### src/verilog/branch_unit_defines.svh
// Register map, field positions, reset values and limits of the branch unit
`ifndef BRANCH_UNIT_DEFINES_SVH
`define BRANCH_UNIT_DEFINES_SVH

`define OFS_OP        8'h00
`define OFS_OFFSET    8'h04
`define OFS_JLEN      8'h08
`define OFS_CODES     8'h0C
`define OFS_CONFIG    8'h10
`define OFS_GO        8'h14
`define OFS_RESULT    8'h18
`define OFS_STATUS    8'h1C
`define OFS_CLEAR     8'h20
`define OFS_ENABLE    8'h24

`define OP_FORM_LSB   0
`define OP_BANK_LSB   2
`define OP_INNUM_LSB  6
`define OP_COND_BIT   13
`define OP_WIDTH      14

`define RES_LOAD_BIT  16
`define RES_STEP_BIT  17
`define RES_BUSY_BIT  18

`define ST_DONE_BIT   0
`define ST_INVAL_BIT  1
`define ST_BCDERR_BIT 2
`define ST_BADCMD_BIT 3
`define ST_WIDTH      4

`define RST_OP        14'h0000
`define RST_OFFSET    14'h0000
`define RST_JLEN      7'h00
`define RST_CODES     20'hAAAAA
`define RST_ENABLE    4'h0

`define MAX_BLOCK     16'h0BB7
`define BANK_BIN_LO   4'h1
`define BANK_BIN_HI   4'h2
`define BANK_BIN_ALL  4'h3
`define BANK_LAST     4'h9
`define BCD_DIGIT_MAX 4'h9
`define IN_BASE_LAST  7'h10
`define IN_EXP_LAST   7'h50
`define IN_HIGH_FIRST 7'h51
`define IN_HIGH_LAST  7'h58
`define CODE_ON       2'h1

`define RESP_OKAY     2'h0
`define RESP_SLVERR   2'h2

`endif

### src/verilog/branch_unit_pkg.sv
// Types shared by the branch unit
package branch_unit_pkg;

    typedef enum logic [1:0] {
        FORM_BINARY,
        FORM_DECIMAL,
        FORM_SINGLE,
        FORM_COMPARE
    } form_t;

    typedef enum logic {
        ST_IDLE,
        ST_EVAL
    } state_t;

endpackage

### src/verilog/input_sync.sv
// Two-stage synchroniser for a bundle of pin inputs
`timescale 1ns/1ps

module input_sync #(
    parameter int W = 1
) (
    input wire logic clk,
    input wire logic rst,
    input wire logic [W-1:0] d,
    output logic [W-1:0] q
);

    logic [W-1:0] meta_ff;
    logic [W-1:0] sync_ff;

    // The first stage feeds only the second stage
    always_ff @(posedge clk) begin
        if (rst) begin
            meta_ff <= '0;
            sync_ff <= '0;
        end else begin
            meta_ff <= d;
            sync_ff <= meta_ff;
        end
    end

    assign q = sync_ff;

endmodule

### src/verilog/input_driven_branch_unit.sv
// Input-driven branch evaluation unit with AXI4-Lite register access
`timescale 1ns/1ps
`include "branch_unit_defines.svh"

module input_driven_branch_unit (
    input wire logic CORE_CLK,
    input wire logic RST,
    input wire logic [7:0] S_AXI_AWADDR,
    input wire logic S_AXI_AWVALID,
    output logic S_AXI_AWREADY,
    input wire logic [31:0] S_AXI_WDATA,
    input wire logic [3:0] S_AXI_WSTRB,
    input wire logic S_AXI_WVALID,
    output logic S_AXI_WREADY,
    output logic [1:0] S_AXI_BRESP,
    output logic S_AXI_BVALID,
    input wire logic S_AXI_BREADY,
    input wire logic [7:0] S_AXI_ARADDR,
    input wire logic S_AXI_ARVALID,
    output logic S_AXI_ARREADY,
    output logic [31:0] S_AXI_RDATA,
    output logic [1:0] S_AXI_RRESP,
    output logic S_AXI_RVALID,
    input wire logic S_AXI_RREADY,
    input wire logic [99:0] AUX_IN,
    input wire logic [99:0] AUX_OUT_STATE,
    output logic BRANCH_LOAD,
    output logic [11:0] BRANCH_TARGET,
    output logic BRANCH_STEP,
    output logic DIAG_INVALID_BLOCK,
    output logic DIAG_DECIMAL_INPUT,
    output logic IRQ
);

    ////////////////////////////////////////////////////////////////////////////
    logic [99:0] aux_in_sync;
    logic aw_hold_ff, w_hold_ff, awready_ff, wready_ff, bvalid_ff;
    logic [7:0] awaddr_ff;
    logic [31:0] wdata_ff;
    logic [3:0] wstrb_ff;
    logic [1:0] bresp_ff;
    logic arready_ff, rvalid_ff;
    logic [31:0] rdata_ff, rd_data_c;
    logic [1:0] rresp_ff;
    logic rd_err_c, wr_en_c, wr_err_c;
    logic [13:0] op_ff, offset_ff;
    logic [6:0] jlen_ff;
    logic [19:0] codes_ff;
    logic exp_fitted_ff;
    logic [3:0] enable_ff, stat_ff, stat_set_c, stat_clr_c;
    logic [18:0] result_ff;
    branch_unit_pkg::state_t st_ff;
    logic [99:0] snap_in_ff, snap_out_ff;
    logic load_ff, step_ff, inval_ff, bcderr_ff, irq_ff;
    logic [11:0] target_ff;
    logic go_c;
    branch_unit_pkg::form_t form_c;
    logic [3:0] bank_c, tens_c, units_c;
    logic [6:0] innum_c;
    logic [7:0] val_c;
    logic [15:0] sum_c;
    logic in_ok_c, lvl_c, jump_c, bad_cmd_c, bad_bcd_c, range_bad_c;
    logic load_c, step_c, inval_c, bcderr_c;

    function automatic logic [31:0] merge(input logic [31:0] old, input logic [31:0] nw,
                                          input logic [3:0] strb);
        logic [31:0] res;
        res = old;
        for (int b = 0; b < 4; b++) begin
            if (strb[b]) begin
                res[8*b +: 8] = nw[8*b +: 8];
            end
        end
        return res;
    endfunction

    // Pins from outside the clock domain
    input_sync #(.W(100)) aux_sync (
        .clk(CORE_CLK),
        .rst(RST),
        .d(AUX_IN),
        .q(aux_in_sync)
    );

    ////////////////////////////////////////////////////////////////////////////
    // AXI4-Lite write channel: address and data taken in either order
    always_ff @(posedge CORE_CLK) begin
        if (RST) begin
            aw_hold_ff <= 1'b0;
            awready_ff <= 1'b1;
            awaddr_ff <= 8'h00;
        end else if (S_AXI_AWVALID && awready_ff) begin
            aw_hold_ff <= 1'b1;
            awready_ff <= 1'b0;
            awaddr_ff <= S_AXI_AWADDR;
        end else if (bvalid_ff && S_AXI_BREADY) begin
            aw_hold_ff <= 1'b0;
            awready_ff <= 1'b1;
        end
    end

    always_ff @(posedge CORE_CLK) begin
        if (RST) begin
            w_hold_ff <= 1'b0;
            wready_ff <= 1'b1;
            wdata_ff <= 32'h00000000;
            wstrb_ff <= 4'h0;
        end else if (S_AXI_WVALID && wready_ff) begin
            w_hold_ff <= 1'b1;
            wready_ff <= 1'b0;
            wdata_ff <= S_AXI_WDATA;
            wstrb_ff <= S_AXI_WSTRB;
        end else if (bvalid_ff && S_AXI_BREADY) begin
            w_hold_ff <= 1'b0;
            wready_ff <= 1'b1;
        end
    end

    assign wr_en_c = aw_hold_ff && w_hold_ff && !bvalid_ff;
    assign wr_err_c = ({awaddr_ff[7:2], 2'b00} > `OFS_ENABLE);

    always_ff @(posedge CORE_CLK) begin
        if (RST) begin
            bvalid_ff <= 1'b0;
            bresp_ff <= `RESP_OKAY;
        end else if (wr_en_c) begin
            bvalid_ff <= 1'b1;
            bresp_ff <= wr_err_c ? `RESP_SLVERR : `RESP_OKAY;
        end else if (S_AXI_BREADY) begin
            bvalid_ff <= 1'b0;
        end
    end

    // Control registers; writes to read-only words are dropped silently
    always_ff @(posedge CORE_CLK) begin
        if (RST) begin
            op_ff <= `RST_OP;
            offset_ff <= `RST_OFFSET;
            jlen_ff <= `RST_JLEN;
            codes_ff <= `RST_CODES;
            exp_fitted_ff <= 1'b0;
            enable_ff <= `RST_ENABLE;
        end else if (wr_en_c) begin
            case ({awaddr_ff[7:2], 2'b00})
                `OFS_OP: op_ff <= 14'(merge(32'(op_ff), wdata_ff, wstrb_ff));
                `OFS_OFFSET: offset_ff <= 14'(merge(32'(offset_ff), wdata_ff, wstrb_ff));
                `OFS_JLEN: jlen_ff <= 7'(merge(32'(jlen_ff), wdata_ff, wstrb_ff));
                `OFS_CODES: codes_ff <= 20'(merge(32'(codes_ff), wdata_ff, wstrb_ff));
                `OFS_CONFIG: begin
                    if (wstrb_ff[0]) begin
                        exp_fitted_ff <= wdata_ff[0];
                    end
                end
                `OFS_ENABLE: enable_ff <= 4'(merge(32'(enable_ff), wdata_ff, wstrb_ff));
                default: ;
            endcase
        end
    end

    assign go_c = wr_en_c && ({awaddr_ff[7:2], 2'b00} == `OFS_GO) && wstrb_ff[0]
        && wdata_ff[0];
    assign stat_clr_c = (wr_en_c && ({awaddr_ff[7:2], 2'b00} == `OFS_CLEAR) && wstrb_ff[0])
        ? wdata_ff[3:0] : 4'h0;

    ////////////////////////////////////////////////////////////////////////////
    // AXI4-Lite read channel, one cycle after the address is taken
    always_comb begin
        rd_data_c = 32'h00000000;
        rd_err_c = 1'b0;
        case ({S_AXI_ARADDR[7:2], 2'b00})
            `OFS_OP: rd_data_c = 32'(op_ff);
            `OFS_OFFSET: rd_data_c = 32'(offset_ff);
            `OFS_JLEN: rd_data_c = 32'(jlen_ff);
            `OFS_CODES: rd_data_c = 32'(codes_ff);
            `OFS_CONFIG: rd_data_c = 32'(exp_fitted_ff);
            `OFS_GO: rd_data_c = 32'h00000000;
            `OFS_RESULT: rd_data_c = 32'(result_ff);
            `OFS_STATUS: rd_data_c = 32'(stat_ff);
            `OFS_CLEAR: rd_data_c = 32'h00000000;
            `OFS_ENABLE: rd_data_c = 32'(enable_ff);
            default: rd_err_c = 1'b1;
        endcase
    end

    always_ff @(posedge CORE_CLK) begin
        if (RST) begin
            arready_ff <= 1'b1;
            rvalid_ff <= 1'b0;
            rdata_ff <= 32'h00000000;
            rresp_ff <= `RESP_OKAY;
        end else if (S_AXI_ARVALID && arready_ff) begin
            arready_ff <= 1'b0;
            rvalid_ff <= 1'b1;
            rdata_ff <= rd_data_c;
            rresp_ff <= rd_err_c ? `RESP_SLVERR : `RESP_OKAY;
        end else if (rvalid_ff && S_AXI_RREADY) begin
            arready_ff <= 1'b1;
            rvalid_ff <= 1'b0;
        end
    end

    ////////////////////////////////////////////////////////////////////////////
    // Evaluation sequence: a start while busy is ignored
    always_ff @(posedge CORE_CLK) begin
        if (RST) begin
            st_ff <= branch_unit_pkg::ST_IDLE;
        end else begin
            case (st_ff)
                branch_unit_pkg::ST_IDLE: begin
                    if (go_c) begin
                        st_ff <= branch_unit_pkg::ST_EVAL;
                    end
                end
                branch_unit_pkg::ST_EVAL: st_ff <= branch_unit_pkg::ST_IDLE;
                default: st_ff <= branch_unit_pkg::ST_IDLE;
            endcase
        end
    end

    always_ff @(posedge CORE_CLK) begin
        if (RST) begin
            snap_in_ff <= '0;
            snap_out_ff <= '0;
        end else if (go_c && st_ff == branch_unit_pkg::ST_IDLE) begin
            snap_in_ff <= aux_in_sync;
            snap_out_ff <= AUX_OUT_STATE;
        end
    end

    always_comb begin
        form_c = branch_unit_pkg::form_t'(op_ff[`OP_FORM_LSB +: 2]);
        bank_c = op_ff[`OP_BANK_LSB +: 4];
        innum_c = op_ff[`OP_INNUM_LSB +: 7];
        tens_c = snap_in_ff[8:5];
        units_c = snap_in_ff[4:1];
        bad_bcd_c = (tens_c > `BCD_DIGIT_MAX) || (units_c > `BCD_DIGIT_MAX);
        val_c = 8'h00;
        jump_c = 1'b1;
        bad_cmd_c = 1'b0;
        in_ok_c = 1'b0;
        lvl_c = 1'b0;
        case (form_c)
            branch_unit_pkg::FORM_BINARY: begin
                if (bank_c == `BANK_BIN_LO) begin
                    val_c = {4'h0, snap_in_ff[4:1]};
                end else if (bank_c == `BANK_BIN_HI) begin
                    val_c = {4'h0, snap_in_ff[8:5]};
                end else if (bank_c == `BANK_BIN_ALL) begin
                    val_c = snap_in_ff[8:1];
                end else begin
                    bad_cmd_c = 1'b1;
                end
            end
            branch_unit_pkg::FORM_DECIMAL: begin
                val_c = 8'({tens_c, 3'b000}) + 8'({tens_c, 1'b0}) + 8'(units_c);
            end
            branch_unit_pkg::FORM_SINGLE: begin
                // base and high ranges; expansion range
                in_ok_c = (innum_c != 7'h00 && innum_c <= `IN_BASE_LAST)
                    || (innum_c >= `IN_HIGH_FIRST && innum_c <= `IN_HIGH_LAST)
                    || (exp_fitted_ff && innum_c > `IN_BASE_LAST && innum_c <= `IN_EXP_LAST);
                bad_cmd_c = !in_ok_c;
                lvl_c = in_ok_c && snap_in_ff[innum_c];
                jump_c = (lvl_c == op_ff[`OP_COND_BIT]);
            end
            default: begin
                bad_cmd_c = (bank_c > `BANK_LAST);
                for (int i = 0; i < 10; i++) begin
                    // only code 1 positions are checked
                    if (!bad_cmd_c && codes_ff[2*i +: 2] == `CODE_ON
                        && !(snap_out_ff[7'(bank_c) * 7'd10 + 7'(i)]
                        && snap_in_ff[7'(bank_c) * 7'd10 + 7'(i)])) begin
                        jump_c = 1'b0;
                    end
                end
            end
        endcase
        if (form_c == branch_unit_pkg::FORM_BINARY || form_c == branch_unit_pkg::FORM_DECIMAL) begin
            sum_c = 16'(offset_ff) + 16'(val_c) * 16'(jlen_ff);
        end else begin
            sum_c = 16'(offset_ff);
        end
        range_bad_c = (sum_c > `MAX_BLOCK);
        bcderr_c = (form_c == branch_unit_pkg::FORM_DECIMAL) && bad_bcd_c;
        inval_c = !bad_cmd_c && !bcderr_c && jump_c && range_bad_c;
        load_c = !bad_cmd_c && !bcderr_c && jump_c && !range_bad_c;
        step_c = !bad_cmd_c && !jump_c;
    end

    // Sequencer strobes last one cycle
    always_ff @(posedge CORE_CLK) begin
        if (RST) begin
            load_ff <= 1'b0;
            step_ff <= 1'b0;
            inval_ff <= 1'b0;
            bcderr_ff <= 1'b0;
            target_ff <= 12'h000;
        end else begin
            load_ff <= (st_ff == branch_unit_pkg::ST_EVAL) && load_c;
            step_ff <= (st_ff == branch_unit_pkg::ST_EVAL) && step_c;
            inval_ff <= (st_ff == branch_unit_pkg::ST_EVAL) && inval_c;
            bcderr_ff <= (st_ff == branch_unit_pkg::ST_EVAL) && bcderr_c;
            if (st_ff == branch_unit_pkg::ST_EVAL && load_c) begin
                target_ff <= sum_c[11:0];
            end
        end
    end

    always_ff @(posedge CORE_CLK) begin
        if (RST) begin
            result_ff <= 19'h00000;
        end else if (st_ff == branch_unit_pkg::ST_EVAL) begin
            result_ff <= {1'b0, step_c, load_c, sum_c};
        end else if (go_c) begin
            result_ff[`RES_BUSY_BIT] <= 1'b1;
        end
    end

    ////////////////////////////////////////////////////////////////////////////
    // Sticky status; a new event wins over a clear in the same cycle
    always_comb begin
        stat_set_c = 4'h0;
        if (st_ff == branch_unit_pkg::ST_EVAL) begin
            stat_set_c[`ST_DONE_BIT] = 1'b1;
            stat_set_c[`ST_INVAL_BIT] = inval_c;
            stat_set_c[`ST_BCDERR_BIT] = bcderr_c;
            stat_set_c[`ST_BADCMD_BIT] = bad_cmd_c;
        end
    end

    always_ff @(posedge CORE_CLK) begin
        if (RST) begin
            stat_ff <= 4'h0;
            irq_ff <= 1'b0;
        end else begin
            stat_ff <= (stat_ff & ~stat_clr_c) | stat_set_c;
            irq_ff <= |(((stat_ff & ~stat_clr_c) | stat_set_c) & enable_ff);
        end
    end

    assign S_AXI_AWREADY = awready_ff;
    assign S_AXI_WREADY = wready_ff;
    assign S_AXI_BVALID = bvalid_ff;
    assign S_AXI_BRESP = bresp_ff;
    assign S_AXI_ARREADY = arready_ff;
    assign S_AXI_RVALID = rvalid_ff;
    assign S_AXI_RDATA = rdata_ff;
    assign S_AXI_RRESP = rresp_ff;
    assign BRANCH_LOAD = load_ff;
    assign BRANCH_TARGET = target_ff;
    assign BRANCH_STEP = step_ff;
    assign DIAG_INVALID_BLOCK = inval_ff;
    assign DIAG_DECIMAL_INPUT = bcderr_ff;
    assign IRQ = irq_ff;
endmodule

### config.mk
export PLATFORM = sky130hd
export DESIGN_NAME = input_driven_branch_unit
export DESIGN_NICKNAME = d
export VERILOG_FILES = /design/src/verilog/branch_unit_pkg.sv /design/src/verilog/input_sync.sv /design/src/verilog/input_driven_branch_unit.sv
export VERILOG_INCLUDE_DIRS = /design/src /design/src/verilog
export SDC_FILE = /design/constraint.sdc
export NUM_CORES = 2
export LEC_CHECK = 0
export BUFFER_PORTS_ARGS = -buffer_cell sky130_fd_sc_hd__buf_2
export CORE_UTILIZATION = 53
export CTS_BUF_LIST = sky130_fd_sc_hd__clkbuf_16
export DETAILED_ROUTE_END_ITERATION = 10
export GPL_ROUTABILITY_DRIVEN = 0
export PLACE_DENSITY = 0.84
export SKIP_LAST_GASP = 1
export SYNTH_ARGS = -nofsm -noshare
export SYNTH_HDL_FRONTEND = slang
export SYNTH_SLANG_ARGS = --single-unit
### constraint.sdc
create_clock -name CORE_CLK -period 7.3 [get_ports CORE_CLK]
set_input_delay 1.46 -clock CORE_CLK [delete_from_list [all_inputs] [get_ports CORE_CLK]]
set_output_delay 1.46 -clock CORE_CLK [all_outputs]
set_load 0.005 [all_outputs]
[Word level (Yosys, flattened, before mapping)]
Index checks and enable logic that the tools add are counted.
Storage, ports and cells
  register bits: 575
  bits in latches: 0
  bits in writable memories: 0
  bits in read-only memories: 0
  bits of input ports: 259
  output and inout port bits: 58
  memories kept: 0
Cells by class
  add/subtract/negate cells: 12
  $mul: 2
  div/mod/pow operators: 0
  magnitude comparators: 21
  eq/ne operators: 32
  shift-type cells: 0
  muxes and demuxes: 81
  bitwise logic cells: 5
  reduce and logical (&&, ||, !) cells: 101
Operators by type and width (count)
  20-bit case mux with 8 select lines: 1
  1-bit binary-select mux with 7-bit select: 19
  7-bit by 8-bit < comparator with 1-bit output, second input constant: 11
  1-bit logical AND: 58
  1-bit two-way mux: 47
  6-bit by 3-bit == test with 1-bit output, second input constant: 6
  3-bit AND reduction: 10
  7-bit by 3-bit adder with 7-bit output, second input constant: 4
  6-bit by 2-bit == test with 1-bit output, second input constant: 4
  6-bit by 4-bit == test with 1-bit output, second input constant: 4
  8-bit two-way mux: 3
  2-bit by 1-bit == test with 1-bit output, second input constant: 11
  1-bit zero test: 17
  14-bit by 15-bit adder with 16-bit output: 1
  16-bit by 12-bit > comparator with 1-bit output, second input constant: 1
  16-bit two-way mux: 1
  8-bit case mux with 2 select lines: 1
  8-bit by 7-bit multiplier with 15-bit output: 1
  7-bit by 2-bit adder with 7-bit output, second input constant: 2
  7-bit by 4-bit adder with 7-bit output, second input constant: 2
  7-bit less-or-equal comparator, second input constant: 2
  1-bit binary-select mux with 6-bit select: 2
  6-bit by 1-bit == test with 1-bit output, second input constant: 2
  4-bit > comparator, second input constant: 3
  other kinds (28): 41

[Depth between registers and ports, before layout]
  depth in word-level cells: 23
  mapped depth: 33
  depth with buffers taken out: 28

[Hierarchy]
From an unflattened synthesis, not the netlist that was laid out.
Unflattened totals
  cell total of the unflattened synthesis: 3041
  area, all modules: 26830.7 um2
By module, submodules not included
  input_driven_branch_unit: times used 1, cells an instance 2619, area an instance 21465.6 um2
  input_sync: times used 1, cells an instance 422, area an instance 5365.1 um2

[Worst setup path after synthesis]
OpenSTA, ideal clock, no wires.
  path kind: reg-to-reg
  start point: register op_ff[2]
  end point: register target_ff[10], in the netlist BRANCH_TARGET[10]
  setup time: 0.121 ns
  arrival time: 7.103 ns
  data required time: 7.179 ns
  setup slack: 0.075 ns
  stages on the path, launching flop included: 33
  path through: dfxtp_1 > buf_4 > inv_2 > clkbuf_1 > buf_1 > ha_1 > inv_1 > nor4_1 > a22oi_1 > nor2_1 > a21oi_1 > nor2_1 > nand2_1 > fa_1 > fa_1 > inv_1 > fa_1 > inv_1 > fa_1 > inv_1 > ha_1 > o21ai_0 > a21oi_1 > a311oi_1 > or4b_1 > o211ai_1 > a21oi_1 > nor4b_1 > nand4_1 > or2_1 > buf_6 > buf_12 > mux2_4
On the way
  word-level cells in the longest chain between the ends: 20
  elaborated cells between the ends (all ways): 124
  classes of those cells: add/sub: 10; mul: 2; order compare: 2; eq/ne: 3; mux: 60; reduce/logical: 47
Ends and longest elaborated chain
  start, declared: line input_driven_branch_unit.sv:46  | logic [13:0] op_ff, offset_ff;
  start signal, assigned: line input_driven_branch_unit.sv:137  | op_ff <= `RST_OP;
  start signal, assigned: line input_driven_branch_unit.sv:145  | `OFS_OP: op_ff <= 14'(merge(32'(op_ff), wdata_ff, wstrb_ff));
  4-bit by 3-bit multiplier with 6-bit output: line input_driven_branch_unit.sv:271, input_driven_branch_unit.sv:272
  7-bit by 1-bit adder with 7-bit output (tied with other cells): line input_driven_branch_unit.sv:271, input_driven_branch_unit.sv:272
  1-bit binary-select mux with 7-bit select (tied with other cells): line input_driven_branch_unit.sv:271  | && !(snap_out_ff[7'(bank_c) * 7'd10 + 7'(i)]
  1-bit two-way mux (implied by the code) (tied with other cells): line input_driven_branch_unit.sv:271
  1-bit logical AND or 1-bit zero test (tied branches): line input_driven_branch_unit.sv:272, input_driven_branch_unit.sv:271
  1-bit zero test or 1-bit logical AND (tied branches): line input_driven_branch_unit.sv:271, input_driven_branch_unit.sv:270
  1-bit logical AND or 1-bit two-way mux (tied branches): line input_driven_branch_unit.sv:270  | if (!bad_cmd_c && codes_ff[2*i +: 2] == `CODE_ON
  1-bit two-way mux (9 in series): line input_driven_branch_unit.sv:270
  1-bit case mux with 2 select lines: line input_driven_branch_unit.sv:242  | case (form_c)
  1-bit logical AND (2 in series): line input_driven_branch_unit.sv:286  | load_c = !bad_cmd_c && !bcderr_c && jump_c && !range_bad_c;
  1-bit logical AND: line input_driven_branch_unit.sv:303  | if (st_ff == branch_unit_pkg::ST_EVAL && load_c) begin
  end signal, assigned: line input_driven_branch_unit.sv:304  | target_ff <= sum_c[11:0];
  end, declared: line input_driven_branch_unit.sv:55  | logic [11:0] target_ff;
Several ways; a longest one is shown, not always the timed one. The select of a mux whose other input is x is not followed.
A chain may end at the register's enable or synchronous reset.

[Final worst setup path]
  start point: register snap_in_ff[4]
  end point: register target_ff[3], in the netlist BRANCH_TARGET[3]
On the way
  word-level cells in the longest chain between the ends: 19
  elaborated cells between the ends (all ways): 83
  classes of those cells: add/sub: 2; mul: 1; order compare: 2; eq/ne: 1; mux: 38; reduce/logical: 39
Ends and longest elaborated chain
  start, declared: line input_driven_branch_unit.sv:53  | logic [99:0] snap_in_ff, snap_out_ff;
  start signal, assigned: line input_driven_branch_unit.sv:225  | snap_in_ff <= aux_in_sync;
  parallel branches: the longest is 19 deep, another holds 14-bit by 15-bit adder with 16-bit output
Parallel ways; which one is timed is not known. The select of a mux whose other input is x is not followed.

==> impl_metrics.tcl <==
set metrics [dict create \
    cts_buffer_depth 3 \
    vias 23793 \
    drtIter0Drc 3094 \
    yosysTopAreaCell "dfxtp_1" \
    synth-seq-area-share 0.413 \
    firstDrtPassIters 8 \
    cts_tree "done" \
    dieArea_mm2 0.0520 \
    area_growth_pct 14.6 \
    clk_latency_ns 0.63 \
    met1_usage 0.362 \
    worst_setup_path_start_kind "register" \
    cp.buffers_inverters 6 \
    fin_crit_ns 7.10 \
    syn_inst 3057 \
    cp.arrival_ns 7.61 \
    placed_area_mm2 0.0289 \
    synth_edf_count 0 \
    avgSynthCellArea_um2 8.86 \
    hold_slack_ns 0.432 \
    final_area_mm2 0.0310 \
    rows 82 \
    fin_tns_setup_ns 0 \
    worstSetupPathType "reg -> reg" \
    grt_start_max_net_pins 237 \
    finalHoldViolations 0 \
    grt_pass1_wl_um 122000 \
    fp.dieW_um 228 \
    cts_buffers 55 \
    cellPowerDensity_mw_per_mm2 202 \
    ioPinCount 317 \
    peakVddDrop_uv 189 \
    use_met2 0.484 \
    cts_sinks 559 \
    vias_per_cell 6.00 \
    nNetsFinal 3610 \
    period_share 0.972 \
    crit_path_frequent_cell "fa_1" \
    busiest_layer "met2" \
    required_ns 7.81 \
    crit_path_top_delay_cell "fa_1" \
    ys_ff_latch 559 \
    gr-total-overflow 0 \
    status "complete, but fails checks" \
    n_antenna_cell 0 \
    yosys.area.top_type_share 0.413 \
    endpoint_kind "register" \
    setup_violations 0 \
    synthTopCellsByArea "dfxtp_1, nand2_1, mux4_2" \
    htreeDepth 2 \
    slew_headroom 0.0171 \
    post_drt_wl_per_cell_um 20.1 \
    cpPeakStageDelay_ns 0.56 \
    die_y_um 228 \
    grt_util_met3 0.0651 \
    synth_ff_type "dfxtp_1" \
    worst_pin_slew_ns 1.46 \
    portBuffers 285 \
    rsz0062_at_grt "true" \
    finClkSkew_ns 0.0300 \
    hpwl_um 56300 \
    violations "max-capacitance violations" \
    antenna_left 0 \
    leakage_uw 0.0120 \
    critPathMaxFanout 7 \
    grt_pass1_vias 22502 \
    clock.fmax_ghz 0.141 \
    core_mm2 0.0503 \
    async_reset_ff_frac 0 \
    syn-cell-area_mm2 0.0271 \
    hold_path.class "reg -> reg" \
    antenna_found_initial 0 \
    cap_viol_max_count 1 \
    ys_warn_count 0 \
    initial_core_util 0.539 \
    grt.total_usage 0.297 \
    drc 0 \
    critical_path.top_delay_family "adder cells" \
    drive_above_1_share 0.177 \
    wl_um 79600 \
    root_buffer "clkbuf_16" \
    clkTransAtPathRegs_ns 0.06 \
    slew_viol_final 0 \
    yosysUniqueCellTypes 88 \
]
-- synthesized netlist by cell type, types with 18 or more instances --
cell type / n
a211oi_1: 22
a21oi_1: 300
a22oi_1: 30
and2_1: 31
buf_2: 25
buf_4: 20
clkbuf_1: 159
dfxtp_1: 559
fa_1: 45
ha_1: 53
inv_1: 76
mux2i_1: 81
mux4_2: 82
nand2_1: 616
nand2b_1: 19
nand3_1: 91
nand3b_1: 23
nor2_1: 175
nor2b_1: 227
nor3_1: 36
nor4_1: 18
o21ai_0: 98
-- cells by family after synthesis --
kind of cell / synth area share
other: 0.000139
buffers and inverters: 0.0481
flip-flops: 0.413
adder cells (fa/ha/maj): 0.0578
multiplexers: 0.119
XOR/XNOR: 0.00957
AND/OR/NAND/NOR: 0.224
AO/OA/AOI/OAI: 0.127
-- state kept, by name, summed over array words and instances, names as in the netlist, 3 cells and up --
name              flops
BRANCH_TARGET        12
S_AXI_RDATA          20
aux_sync.meta_ff    100
aux_sync.q          100
awaddr_ff             6
codes_ff             20
enable_ff             4
jlen_ff               7
offset_ff            14
op_ff                14
result_ff            19
snap_in_ff          100
snap_out_ff         100
stat_ff               4
wdata_ff             20
wstrb_ff              3
-- final timing paths --
path	cells after the start	endpoint	startpoint	slack, ns
setup reg to reg	28	BRANCH_TARGET[3]	snap_in_ff[4]	0.20
hold reg to reg	1	aux_sync.q[2]	aux_sync.meta_ff[2]	0.43
hold / removal	1	aux_sync.q[2]	aux_sync.meta_ff[2]	0.43
setup / recovery	28	BRANCH_TARGET[3]	snap_in_ff[4]	0.20
-- what timing repair did --
item	in CTS	in global routing
setup buffers	1	5
resized for setup	6	41
hold buffers	0	0
hold endpoints to repair	0	0
pin swaps	1	20
gates cloned	0	1
setup endpoints to repair	11	16
-- cells in the final DEF (no fill, tap or decap), types with 16 or more instances in the layout --
| cell type | instances |
|---|---|
| a211oi_1 | 21 |
| a21oi_1 | 296 |
| a22oi_1 | 29 |
| and2_1 | 29 |
| buf_2 | 284 |
| buf_4 | 58 |
| clkbuf_16 | 56 |
| dfxtp_1 | 556 |
| fa_1 | 42 |
| ha_1 | 49 |
| inv_1 | 83 |
| mux2i_1 | 80 |
| mux4_2 | 82 |
| nand2_1 | 616 |
| nand2b_1 | 18 |
| nand3_1 | 91 |
| nand3b_1 | 23 |
| nor2_1 | 174 |
| nor2b_1 | 226 |
| nor3_1 | 35 |
| nor4_1 | 16 |
| o21ai_0 | 91 |
| xnor2_1 | 16 |
-- power breakdown --
group / internal, uW / switching, uW / total [uW]
sequential: 3120 / 35.5 / 3150
combinational: 94.4 / 117 / 211
clock: 1670 / 1230 / 2900
-- final cells by class --
class	instances	area [um^2]
fill	4085	19200
inverter	80	305
multi-input combinational	2208	14800
timing repair buffer	349	1980
clock inverter	45	488
clock buffer	55	1380
sequential	559	11200
tap	672	841
-- routing by layer --
metal / up-vias / part of all wire
met1: 11063 / 0.37
met5: - / 0
li1: 10876 / -
met3: 389 / 0.099
met2: 1465 / 0.46
met4: 0 / 0.068
-- worst register-to-register path: cells and delay by family (launching register included) --
kind / cells / cell delay, ns
xor+xnor: 1 / 0.09
mux: 1 / 0.29
fa+ha+maj: 7 / 3.08
buf+inv: 6 / 0.53
flops: 1 / 0.32
simple gates: 5 / 1.32
compound gates: 8 / 1.36
-- metrics by stage --
step           worst slack, ns  utilization  total power [uW]  cells
2_1_floorplan           0.0754            -              3320   3070
3_3_place_gp           -0.0501        0.575              3420   3860
3_5_place_dp            -0.162        0.575              3430   3860
4_1_cts              -0.000981        0.612              6290   3961
5_1_grt                -0.0926        0.617              6440   3968
6_report                 0.203        0.617              6260   3968
Note: power is estimated with default switching activity, not from simulation.
